### src/aisr_defs.vh
`ifndef AISR_DEFS_VH
`define AISR_DEFS_VH

// core clock rate in kHz
`define AISR_CLK_KHZ 10000
// status test delay, internal oscillator, in us
`define AISR_TEST_US 23
// cycles for a least time: round up
`define AISR_TEST_CYC ((`AISR_TEST_US * `AISR_CLK_KHZ + 999) / 1000)
// external oscillator: delay is 3.6 oscillator periods, in tenths
`define AISR_EXT_TENTHS 36
// half period of generated serial clock in core cycles, less one (each phase lasts this plus 1)
`define AISR_HALF_CYC 8
// power-on reset length in us
`define AISR_POR_US 1000
`define AISR_POR_CYC (`AISR_POR_US * `AISR_CLK_KHZ / 1000)
// bits per data cycle
`define AISR_FRAME_BITS 32
// conversion length in core cycles (plain default)
`define AISR_CONV_CYC 200
// address field width and reset value
`define AISR_ADDR_W 5
`define AISR_ADDR_RST 5'h00

`endif

### src/aisr_readout.v
`timescale 1ns/1ps
`include "aisr_defs.vh"
module aisr_readout #(
    parameter HALF_CYC = `AISR_HALF_CYC,
    parameter EXT_OSC_CYC = 10,
    parameter POR_CYC = `AISR_POR_CYC,
    parameter CONV_CYC = `AISR_CONV_CYC,
    parameter RES_W = 24
) (
    input wire core_clk_i,
    input wire rst_n_i,
    input wire cs_n_i,
    input wire sdi_i,
    input wire sck_i,
    input wire conversion_clock_select_i,
    input wire [RES_W-1:0] result_i,
    input wire result_valid_i,
    output reg result_ready_o,
    output reg sck_o,
    output reg sck_oe_o,
    output reg sck_pullup_o,
    output reg sdo_o,
    output reg sdo_oe_o,
    output reg [`AISR_ADDR_W-1:0] channel_o,
    output reg conv_start_o,
    output reg ext_clk_mode_o,
    output reg continuous_o
);
    localparam ST_CONV = 3'd0;
    localparam ST_SLEEP = 3'd1;
    localparam ST_TEST = 3'd2;
    localparam ST_DATA = 3'd3;
    localparam ST_HOLD = 3'd4;
    localparam [15:0] TEST_INT = `AISR_TEST_CYC;
    localparam [15:0] TEST_EXT =
        (`AISR_EXT_TENTHS * EXT_OSC_CYC + 9) / 10;
    localparam [15:0] HALF = HALF_CYC;
    localparam [31:0] POR = POR_CYC;
    localparam [15:0] CONV = CONV_CYC;

    reg [1:0] cs_sync;
    reg [1:0] sdi_sync;
    reg [1:0] sck_sync;
    reg [1:0] fsel_sync;
    reg cs_q;
    reg [31:0] por_cnt;
    reg por_done;
    reg [2:0] state;
    reg [15:0] timer;
    reg [5:0] bit_cnt;
    reg [31:0] shreg;
    reg [`AISR_ADDR_W-1:0] addr_sh;
    reg fsel_ext;
    reg fsel_q;
    // keeps the pull-up on after a status test ended by select going high, until the pin is back high
    reg pu_hold;
    wire cs_n;
    wire sck_pin;
    wire cs_fall;
    wire cs_rise;
    wire [RES_W-1:0] buf_data;
    wire buf_valid;
    wire buf_ready;
    wire buf_in_ready;

    assign cs_n = cs_sync[1];
    assign sck_pin = sck_sync[1];
    assign cs_fall = cs_q && !cs_n;
    assign cs_rise = !cs_q && cs_n;
    assign buf_ready = (state == ST_CONV) && (timer == 16'h0000) && por_done;

    function [15:0] test_delay;
        input ext;
        begin
            test_delay = ext ? TEST_EXT : TEST_INT;
        end
    endfunction

    aisr_buf2 #(
        .WIDTH(RES_W)
    ) u_buf (
        .core_clk_i(core_clk_i),
        .rst_n_i(rst_n_i),
        .in_data_i(result_i),
        .in_valid_i(result_valid_i && result_ready_o),
        .in_ready_o(buf_in_ready),
        .out_data_o(buf_data),
        .out_valid_o(buf_valid),
        .out_ready_i(buf_ready)
    );

    always @(posedge core_clk_i)
    begin
        if (!rst_n_i)
        begin
            cs_sync <= 2'b11;
            sdi_sync <= 2'b00;
            sck_sync <= 2'b11;
            fsel_sync <= 2'b00;
            cs_q <= 1'b1;
            fsel_q <= 1'b0;
            fsel_ext <= 1'b0;
        end
        else
        begin
            cs_sync <= {cs_sync[0], cs_n_i};
            sdi_sync <= {sdi_sync[0], sdi_i};
            sck_sync <= {sck_sync[0], sck_i};
            fsel_sync <= {fsel_sync[0], conversion_clock_select_i};
            cs_q <= cs_n;
            fsel_q <= fsel_sync[1];
            // toggling select pin means an external oscillator drives it
            if (fsel_q != fsel_sync[1])
                fsel_ext <= 1'b1;
        end
    end

    always @(posedge core_clk_i)
    begin
        if (!rst_n_i)
        begin
            por_cnt <= 32'h0000_0000;
            por_done <= 1'b0;
            state <= ST_CONV;
            timer <= 16'h0000;
            bit_cnt <= 6'd0;
            shreg <= 32'h0000_0000;
            addr_sh <= `AISR_ADDR_RST;
            channel_o <= `AISR_ADDR_RST;
            result_ready_o <= 1'b0;
            pu_hold <= 1'b0;
            sck_o <= 1'b1;
            sck_oe_o <= 1'b0;
            sck_pullup_o <= 1'b1;
            sdo_o <= 1'b1;
            sdo_oe_o <= 1'b0;
            conv_start_o <= 1'b0;
            ext_clk_mode_o <= 1'b0;
            continuous_o <= 1'b0;
        end
        else
        begin
            conv_start_o <= 1'b0;
            // ready looks one word ahead so a word offered is never lost
            result_ready_o <= !((!buf_in_ready && !(buf_ready && buf_valid))
                || (buf_in_ready && buf_valid && result_valid_i
                && result_ready_o && !(buf_ready && buf_valid)));
            if (!por_done)
            begin
                por_cnt <= por_cnt + 32'h0000_0001;
                if (por_cnt == POR - 32'h0000_0001)
                begin
                    por_done <= 1'b1;
                    // select held low with the clock pin high at the end marks the 3-wire use
                    continuous_o <= sck_pin && !cs_n;
                    ext_clk_mode_o <= !sck_pin;
                    conv_start_o <= 1'b1;
                    timer <= CONV;
                end
            end
            else
            begin
                if (cs_fall && !continuous_o)
                    ext_clk_mode_o <= !sck_pin;
                if (timer != 16'h0000)
                    timer <= timer - 16'h0001;
                // pull-up follows pin level while not driven, except while pu_hold holds it on
                if (sck_pin)
                    pu_hold <= 1'b0;
                sck_pullup_o <= (sck_pin || pu_hold) && !(sck_oe_o && !sck_o);
                if (continuous_o)
                    sdo_oe_o <= 1'b1;
                else
                    sdo_oe_o <= !cs_n;
                case (state)
                    ST_CONV:
                    begin
                        sdo_o <= 1'b1;
                        sck_o <= 1'b1;
                        sck_oe_o <= continuous_o;
                        if (buf_ready && buf_valid)
                        begin
                            // done flag goes out first, as bit 31
                            shreg <= {1'b0, 1'b0,
                                      buf_data, 6'h00};
                            state <= ST_SLEEP;
                            sdo_o <= 1'b0;
                            sck_o <= 1'b0;
                            timer <= HALF;
                        end
                    end
                    ST_SLEEP:
                    begin
                        sdo_o <= 1'b0;
                        if (continuous_o)
                        begin
                            if (timer == 16'h0000)
                            begin
                                state <= ST_DATA;
                                bit_cnt <= 6'd0;
                                timer <= HALF;
                            end
                        end
                        else if (!cs_n && !ext_clk_mode_o && sck_pin)
                        begin
                            // wake for the status test
                            state <= ST_TEST;
                            sck_o <= 1'b0;
                            sck_oe_o <= 1'b1;
                            // low run to the first rise equals the delay
                            timer <= test_delay(fsel_ext) - HALF - 16'd2;
                        end
                    end
                    ST_TEST:
                    begin
                        if (cs_n)
                        begin
                            state <= ST_SLEEP;
                            sck_oe_o <= 1'b0;
                            pu_hold <= 1'b1;
                        end
                        else if (timer == 16'h0000)
                        begin
                            state <= ST_DATA;
                            bit_cnt <= 6'd0;
                            timer <= HALF;
                        end
                    end
                    ST_DATA:
                    begin
                        if (cs_rise && !continuous_o)
                        begin
                            // abort: partial address dropped
                            if (!sck_o)
                                sck_oe_o <= 1'b0; // line left low
                            else
                                sck_oe_o <= 1'b0;
                            sdo_o <= 1'b1;
                            state <= ST_CONV;
                            conv_start_o <= 1'b1;
                            timer <= CONV;
                        end
                        else if (timer == 16'h0000)
                        begin
                            timer <= HALF;
                            sck_o <= !sck_o;
                            if (!sck_o)
                            begin
                                // rising edge: sample address
                                addr_sh <= {addr_sh[`AISR_ADDR_W-2:0],
                                            sdi_sync[1]};
                                bit_cnt <= bit_cnt + 6'd1;
                                if (bit_cnt == 6'd4)
                                    channel_o <= {addr_sh[`AISR_ADDR_W-2:0],
                                                  sdi_sync[1]};
                                if (bit_cnt == 6'd31)
                                    state <= ST_HOLD;
                            end
                            else
                            begin
                                // falling edge: next result bit
                                sdo_o <= shreg[31];
                                shreg <= {shreg[30:0], 1'b0};
                            end
                        end
                    end
                    ST_HOLD:
                    begin
                        if (timer == 16'h0000)
                        begin
                            sdo_o <= 1'b1;
                            sck_o <= 1'b1;
                            sck_oe_o <= continuous_o;
                            state <= ST_CONV;
                            conv_start_o <= 1'b1;
                            timer <= CONV;
                        end
                    end
                    default:
                    begin
                        state <= ST_CONV;
                    end
                endcase
            end
        end
    end
endmodule // aisr_readout

### src/aisr_buf2.v
`timescale 1ns/1ps
// two-entry skid buffer for conversion results
module aisr_buf2 #(
    parameter WIDTH = 24
) (
    input wire core_clk_i,
    input wire rst_n_i,
    input wire [WIDTH-1:0] in_data_i,
    input wire in_valid_i,
    output wire in_ready_o,
    output wire [WIDTH-1:0] out_data_o,
    output wire out_valid_o,
    input wire out_ready_i
);
    reg [WIDTH-1:0] mem0;
    reg [WIDTH-1:0] mem1;
    reg [1:0] count;
    wire push;
    wire pop;

    assign push = in_valid_i && (count != 2'd2);
    assign pop = out_ready_i && (count != 2'd0);
    assign in_ready_o = (count != 2'd2);
    assign out_valid_o = (count != 2'd0);
    assign out_data_o = mem0;

    always @(posedge core_clk_i)
    begin
        if (!rst_n_i)
        begin
            count <= 2'd0;
            mem0 <= {WIDTH{1'b0}};
            mem1 <= {WIDTH{1'b0}};
        end
        else
        begin
            case ({push, pop})
                2'b10:
                begin
                    if (count == 2'd0)
                        mem0 <= in_data_i;
                    else
                        mem1 <= in_data_i;
                    count <= count + 2'd1;
                end
                2'b01:
                begin
                    mem0 <= mem1;
                    count <= count - 2'd1;
                end
                2'b11:
                begin
                    if (count == 2'd1)
                        mem0 <= in_data_i;
                    else
                    begin
                        mem0 <= mem1;
                        mem1 <= in_data_i;
                    end
                end
                default:
                begin
                    count <= count;
                end
            endcase
        end
    end
endmodule // aisr_buf2

### config.mk
export PLATFORM = sky130hd
export DESIGN_NAME = aisr_readout
export DESIGN_NICKNAME = d
export VERILOG_FILES = /design/src/aisr_readout.v /design/src/aisr_buf2.v
export VERILOG_INCLUDE_DIRS = /design/src /design/src/src
export SDC_FILE = /design/constraint.sdc
export NUM_CORES = 1
export LEC_CHECK = 0
export BUFFER_PORTS_ARGS = -buffer_cell sky130_fd_sc_hd__clkbuf_2
export CAP_MARGIN = 5
export CORE_ASPECT_RATIO = 1.75
export CORE_MARGIN = 4
export CORE_UTILIZATION = 45
export DETAILED_ROUTE_END_ITERATION = 12
export PLACE_DENSITY = 0.62
export SETUP_SLACK_MARGIN = 0.3
export SYNTH_ARGS = -nofsm -noshare
export SYNTH_HDL_FRONTEND = slang
export SYNTH_HIERARCHICAL = 1
export SYNTH_SLANG_ARGS = --single-unit
### constraint.sdc
create_clock -name core_clk_i -period 6.1 [get_ports core_clk_i]
set_input_delay 1.22 -clock core_clk_i [delete_from_list [all_inputs] [get_ports core_clk_i]]
set_output_delay 1.22 -clock core_clk_i [all_outputs]
set_load 0.1 [all_outputs]
Yosys cells after proc, flatten, opt, wreduce, memory -nomap -nowiden:

Cells that the tools add are included.

* $add $sub $neg: 7
* $mul: 0
* div/mod/pow operators: 0
* $lt $le $gt $ge: 0
* equal/unequal tests: 34
* shift operators: 0
* mux-type cells: 72
* bitwise logic cells: 3
* reduce and logical (&&, ||, !) cells: 56

Operator list (number)
* 2-to-1 mux 16 bit: 10
* 2-to-1 mux 32 bit: 4
* 2-to-1 mux 24 bit: 4
* one-hot mux 16 bit (5 select lines): 1
* one-hot mux 24 bit (3 select lines): 1
* one-hot mux 32 bit (2 select lines): 1
* one-hot mux 24 bit (2 select lines): 1
* 2-to-1 mux 6 bit: 6
* adder 32 x 1 -> 32 bit (second input constant): 1
* equality test 32 x 14 -> 1 bit (second input constant): 1
* 2-to-1 mux 3 bit: 10
* inequality test 2 bit (second input constant): 14
* AND reduction 7 bit: 4
* 2-to-1 mux 1 bit: 26
* logical AND 1 bit: 19
* one-hot mux 6 bit (3 select lines): 1
* logical NOT 16 bit: 1
* nonzero test 16 bit: 1
* subtractor 16 x 1 -> 16 bit (second input constant): 1
* inequality test 3 bit (second input constant): 5
* one-hot mux 3 bit (5 select lines): 1
* AND reduction 6 bit: 2
* logical NOT 1 bit: 10
* AND reduction 5 bit: 2
* other kinds (29): 45

* register bits after elaboration: 170
* bits in latches: 0
* bits in writable memories: 0
* bits in read-only memories: 0
* output and inout bits: 14
* word-level logic and storage cells: 200
* memories: 0

Logic depth before layout (Yosys ltp):

* depth after elaboration: 8
* mapped depth: 14

Cells and area by module:

Netlist, hierarchy kept.

Modules (own cells, without submodules)
* aisr_readout: instances 1, cells each 711, area an instance 5875.6 um^2, sequential area each 2282.2 um^2
* aisr_buf2: instances 1, cells each 216, area an instance 2212.1 um^2, sequential area each 1001.0 um^2

Worst setup path after synthesis:

OpenSTA, ideal clock, no wires.

* kind: input port to flip-flop
* start: input result_valid_i
* end: register u_buf.mem0[10], in the netlist u_buf/out_data_o[10]
* setup time: 0.123 ns
* arrival: 2.659 ns
* path slack: 3.318 ns
* stages: 8
* path through: and2_1 -> and2b_1 -> ha_1 -> nor2b_2 -> o21a_4 -> buf_6 -> a221oi_1 -> nor2_1

* longest elaborated chain between the ends: 5

RTL lines
* start: declaration: RTL line aisr_readout.v:17 `input wire result_valid_i,`
* logical AND 1 bit *: RTL line aisr_readout.v:85 `.in_valid_i(result_valid_i && result_ready_o),`
* logical AND 1 bit *: RTL line aisr_buf2.v:21 `assign push = in_valid_i && (count != 2'd2);`
* equality test 2 bit or equality test 2 x 1 -> 1 bit (tied branches): RTL line aisr_buf2.v:37 `case ({push, pop})`
* inequality test 2 x 1 -> 1 bit (no line) or nonzero test 3 bit (tied branches)
* AND reduction 2 bit (no line)
* end signal: assignment: RTL line aisr_buf2.v:32 `mem0 <= {WIDTH{1'b0}};`
* end signal: assignment: RTL line aisr_buf2.v:41 `mem0 <= in_data_i;`
* end signal: assignment: RTL line aisr_buf2.v:48 `mem0 <= mem1;`
* end: declaration: RTL line aisr_buf2.v:15 `reg [WIDTH-1:0] mem0;`

Mark *: on every way between the ends. The rest lies on a longest branch, timed or not.
A chain may end at the register's enable or synchronous reset.

Worst setup path in the final report:

* start: register timer[4]
* end: register u_buf.mem1[9]

* longest elaborated chain between the ends: 7

RTL lines
* start: declaration: RTL line aisr_readout.v:49 `reg [15:0] timer;`
* start signal: assignment: RTL line aisr_readout.v:166 `timer <= timer - 16'h0001;`
* start signal: assignment: RTL line aisr_readout.v:211 `timer <= test_delay(fsel_ext) - HALF - 16'd2;`
* logical NOT 16 bit *: RTL line aisr_readout.v:70 `assign buf_ready = (state == ST_CONV) && (timer == 16'h0000) && por_done;`
* logical AND 1 bit * (2 in series): RTL line aisr_readout.v:70
* named net buf_ready: RTL line aisr_readout.v:63 `wire buf_ready;`
* logical AND 1 bit *: RTL line aisr_buf2.v:22 `assign pop = out_ready_i && (count != 2'd0);`
* equality test 2 bit: RTL line aisr_buf2.v:37
* inequality test 2 bit (no line) or nonzero test 2 bit (tied branches)
* AND reduction 3 bit (no line)
* end signal: assignment: RTL line aisr_buf2.v:33 `mem1 <= {WIDTH{1'b0}};`
* end signal: assignment: RTL line aisr_buf2.v:43 `mem1 <= in_data_i;`
* end signal: assignment: RTL line aisr_buf2.v:58 `mem1 <= in_data_i;`
* end: declaration: RTL line aisr_buf2.v:16 `reg [WIDTH-1:0] mem1;`

The timed path passes the listed nets; every way through them passes the cells marked *.

==> flow_metrics.tcl <==
set metrics [dict create \
    status "complete, no violations" \
    met2_usage 0.355 \
    fp.dieArea_sq_mm 0.0203 \
    n_antenna_cell 0 \
    row_count 64 \
    p_comb_frac 0.072 \
    fillerInstances 1742 \
    die_h_um 185 \
    worstMarginPinSlew_ns 1.11 \
    finalCriticalPeriod_ns 3.87 \
    synth_edf_count 0 \
    holdBufCountCts 0 \
    overflow 0 \
    critical_path.endpoint_type "flip-flop" \
    worst-path-max-fanout 24 \
    async_reset_ff_frac 0 \
    final_common_cell "dfxtp_1" \
    crit_top_cell "nor2b_1" \
    worstSetupStartpoint "timer[4]" \
    ctsRootBufferMaster "clkbuf_16" \
    cts_setup_buffers 0 \
    cts_max_level 4 \
    finalSetupViolCount 0 \
    ys.warnings.count 6 \
    pin_count 45 \
    grt_pass1_wl_mm 32.7 \
    max_freq_mhz 258 \
    final-instance-count-excl-fill 1186 \
    grt_start_max_net_pins 48 \
    p_per_area_mw_per_mm2 263 \
    clock_latency_ns 0.44 \
    seq_area_frac_synth 0.406 \
    syn_nets 970 \
    cts_buffer_depth 2 \
    synthFlopType "dfxtp_1" \
    synth_seq_cells 164 \
    path_cells "nor4_2, nand2_1, nor4_4, nor2b_1, inv_1, ha_1, nor2b_1, o21ai_4, mux2i_1, nor2b_1" \
    criticalPathCategory "flip-flop to flip-flop" \
    drt_wl_total_mm 19.4 \
    reg2reg_from "timer[4]" \
    drive_above_1_share 0.133 \
    grtUsageMet1 0.227 \
    cts_resized 0 \
    start_kind "flip-flop" \
    final.setup.tns_ns 0 \
    finalHoldViolCount 0 \
    fin_worst_skew_ns 0.0121 \
    slowest_delay_ns 0.78 \
    numCtsBuffers 17 \
    hold_class "flip-flop to flip-flop" \
    grt_pass1_vias 6688 \
    power.leakage_uw 0.00343 \
    cts_tree "built" \
    vias 6772 \
    arrival_ns 4.20 \
    p_switching_uw 639 \
    avgViaCountPerCell 5.71 \
    hpwl_mm 13.3 \
    regArea_sq_mm 0.00328 \
    synthCells 927 \
    multi_input_area_sq_mm 0.00439 \
    maxCapViolations 0 \
    r2r_end "u_buf/mem1[9]" \
    syn_to_final_growth_pct 11.1 \
    coreArea_sq_mm 0.0176 \
    cts_sinks 164 \
    gp_congestion 0.918 \
    ant_nets 0 \
    drcViolationCount 0 \
    swShare 0.270 \
    drtIter0Drc 262 \
    antenna_found_initial 0 \
    synth_area_per_cell_sq_um 8.72 \
    vdd_drop_max_uv 219 \
    drt_pass1_iterations 5 \
    syn_area_sq_mm 0.00809 \
    rsz0062_at_grt "false" \
    busiest_layer "met2" \
    routedWlPerCell_um 16.4 \
    clock_power_share 0.453 \
    relSlewSlack 0.252 \
    period_share 0.634 \
    path_clk_slew_ns 0.08 \
    port_buffers 44 \
    crit_required_ns 6.43 \
    r2r.worst_path.cells 10 \
    initial_core_util 0.459 \
    dieWidth_um 109 \
    slowest_stage "o21ai_4" \
    p_seq_frac 0.475 \
    dpl.cell_count 1154 \
    worstSetupEndpoint "u_buf/mem1[9]" \
    grt_util_met3 0.0481 \
    ys_types 82 \
    power.internal_uw 1720 \
    grt.total_usage 0.201 \
    final_cell_mix "164 x dfxtp_1, 94 x nor2_1, 83 x nand2_1" \
    nets 985 \
    slew_viol_final 0 \
    reg2reg_slack_ns 2.23 \
]
## state kept, by name, summed over array words and instances (netlist names), 2 cells and up
register	count
por_cnt	32
shreg	26
u_buf/mem1	24
u_buf/out_data_o	24
timer	16
bit_cnt	6
channel_o	5
addr_sh	4
state	3
cs_sync	2
fsel_sync	2
sck_sync	2
sdi_sync	2
u_buf/count	2
## worst max-delay path: cells and delay by family (launching register included)
family / cells / cell delay (ns)
fa+ha+maj: 1 / 0.20
mux: 1 / 0.28
simple gates: 6 / 1.97
flops: 1 / 0.38
compound gates: 1 / 0.78
buf+inv: 1 / 0.13
## routing by layer
layer / wire (um) / share of wire
met1: 7900 / 0.41
met2: 10100 / 0.52
met3: 795 / 0.041
met5: 0 / 0
met4: 580 / 0.030
## layout make-up
type	instances	share of cell area
sequential	164	0.365
clock buffer	17	0.0473
timing repair buffer	57	0.0354
tap	231	0.0322
inverter	27	0.0113
clock inverter	15	0.0201
multi-input combinational	675	0.488
## Yosys cell counts, types with 9 or more instances
library cell  instances  area (sq um)
a21oi_1              44           220
a221oi_1             14           123
a221oi_2             10           150
a311oi_1             24           210
and2_1               17           106
and3_1               12          75.1
buf_4                 9          67.6
clkbuf_1             33           124
dfxtp_1             164          3280
ha_1                 12           150
inv_1                24          90.1
mux2i_1              38           380
nand2_1              83           312
nand2b_1              9          56.3
nand3_1              32           160
nand4_1              10          62.6
nor2_1               95           357
nor2b_1              32           200
nor3_1               14          70.1
nor4_1               12          75.1
o211ai_1             11          82.6
o21ai_0              54           270
or3_1                10          62.6
xnor2_1              15           131
xor2_1               23           201
## stage by stage
stage | util | instance area (sq um) | total power, uW | hold slack [ns] | worst slack, ns
2_1_floorplan | - | 8090 | 1270 | 0.386 | 3.32
3_3_place_gp | 0.476 | 8380 | 1320 | 0.414 | 2.27
3_5_place_dp | 0.476 | 8380 | 1320 | 0.423 | 2.21
4_1_cts | 0.510 | 8990 | 2390 | 0.444 | 2.19
5_1_grt | 0.510 | 8990 | 2460 | 0.453 | 1.91
6_report | 0.510 | 8990 | 2360 | 0.435 | 2.23
## cell families (layout without fill, tap and decap cells)
family | count (synthesis) | count (layout) | share of synthesized area
AND/OR/NAND/NOR | 368 | 368 | 0.239
AO/OA/AOI/OAI | 219 | 219 | 0.197
flip-flops | 164 | 164 | 0.406
buffers and inverters | 88 | 116 | 0.0517
XOR/XNOR | 38 | 38 | 0.0412
multiplexers | 38 | 38 | 0.0470
adder cells (fa/ha/maj) | 12 | 12 | 0.0186
## power by group through the flow
stage	Sequential (uW)	Clock [uW]	Combinational, uW
finish	1120	1070	170
global route	1120	1140	190
CTS	1120	1100	172
detailed placement	1150	0	171
global placement	1150	0	170
floorplan	1140	0	128
## how the worst min path moves through the flow
stage | from | to | slack [ns] | depth (start not counted)
floorplan | cs_sync[0] | cs_sync[1] | 0.39 | 1
global placement | fsel_sync[0] | fsel_sync[1] | 0.41 | 1
detailed placement | sdi_sync[0] | sdi_sync[1] | 0.42 | 1
CTS | fsel_sync[0] | fsel_sync[1] | 0.44 | 1
global route | cs_sync[0] | cs_sync[1] | 0.45 | 1
finish | cs_sync[0] | cs_sync[1] | 0.44 | 1
No activity file was read; power rests on OpenSTA's default activity.
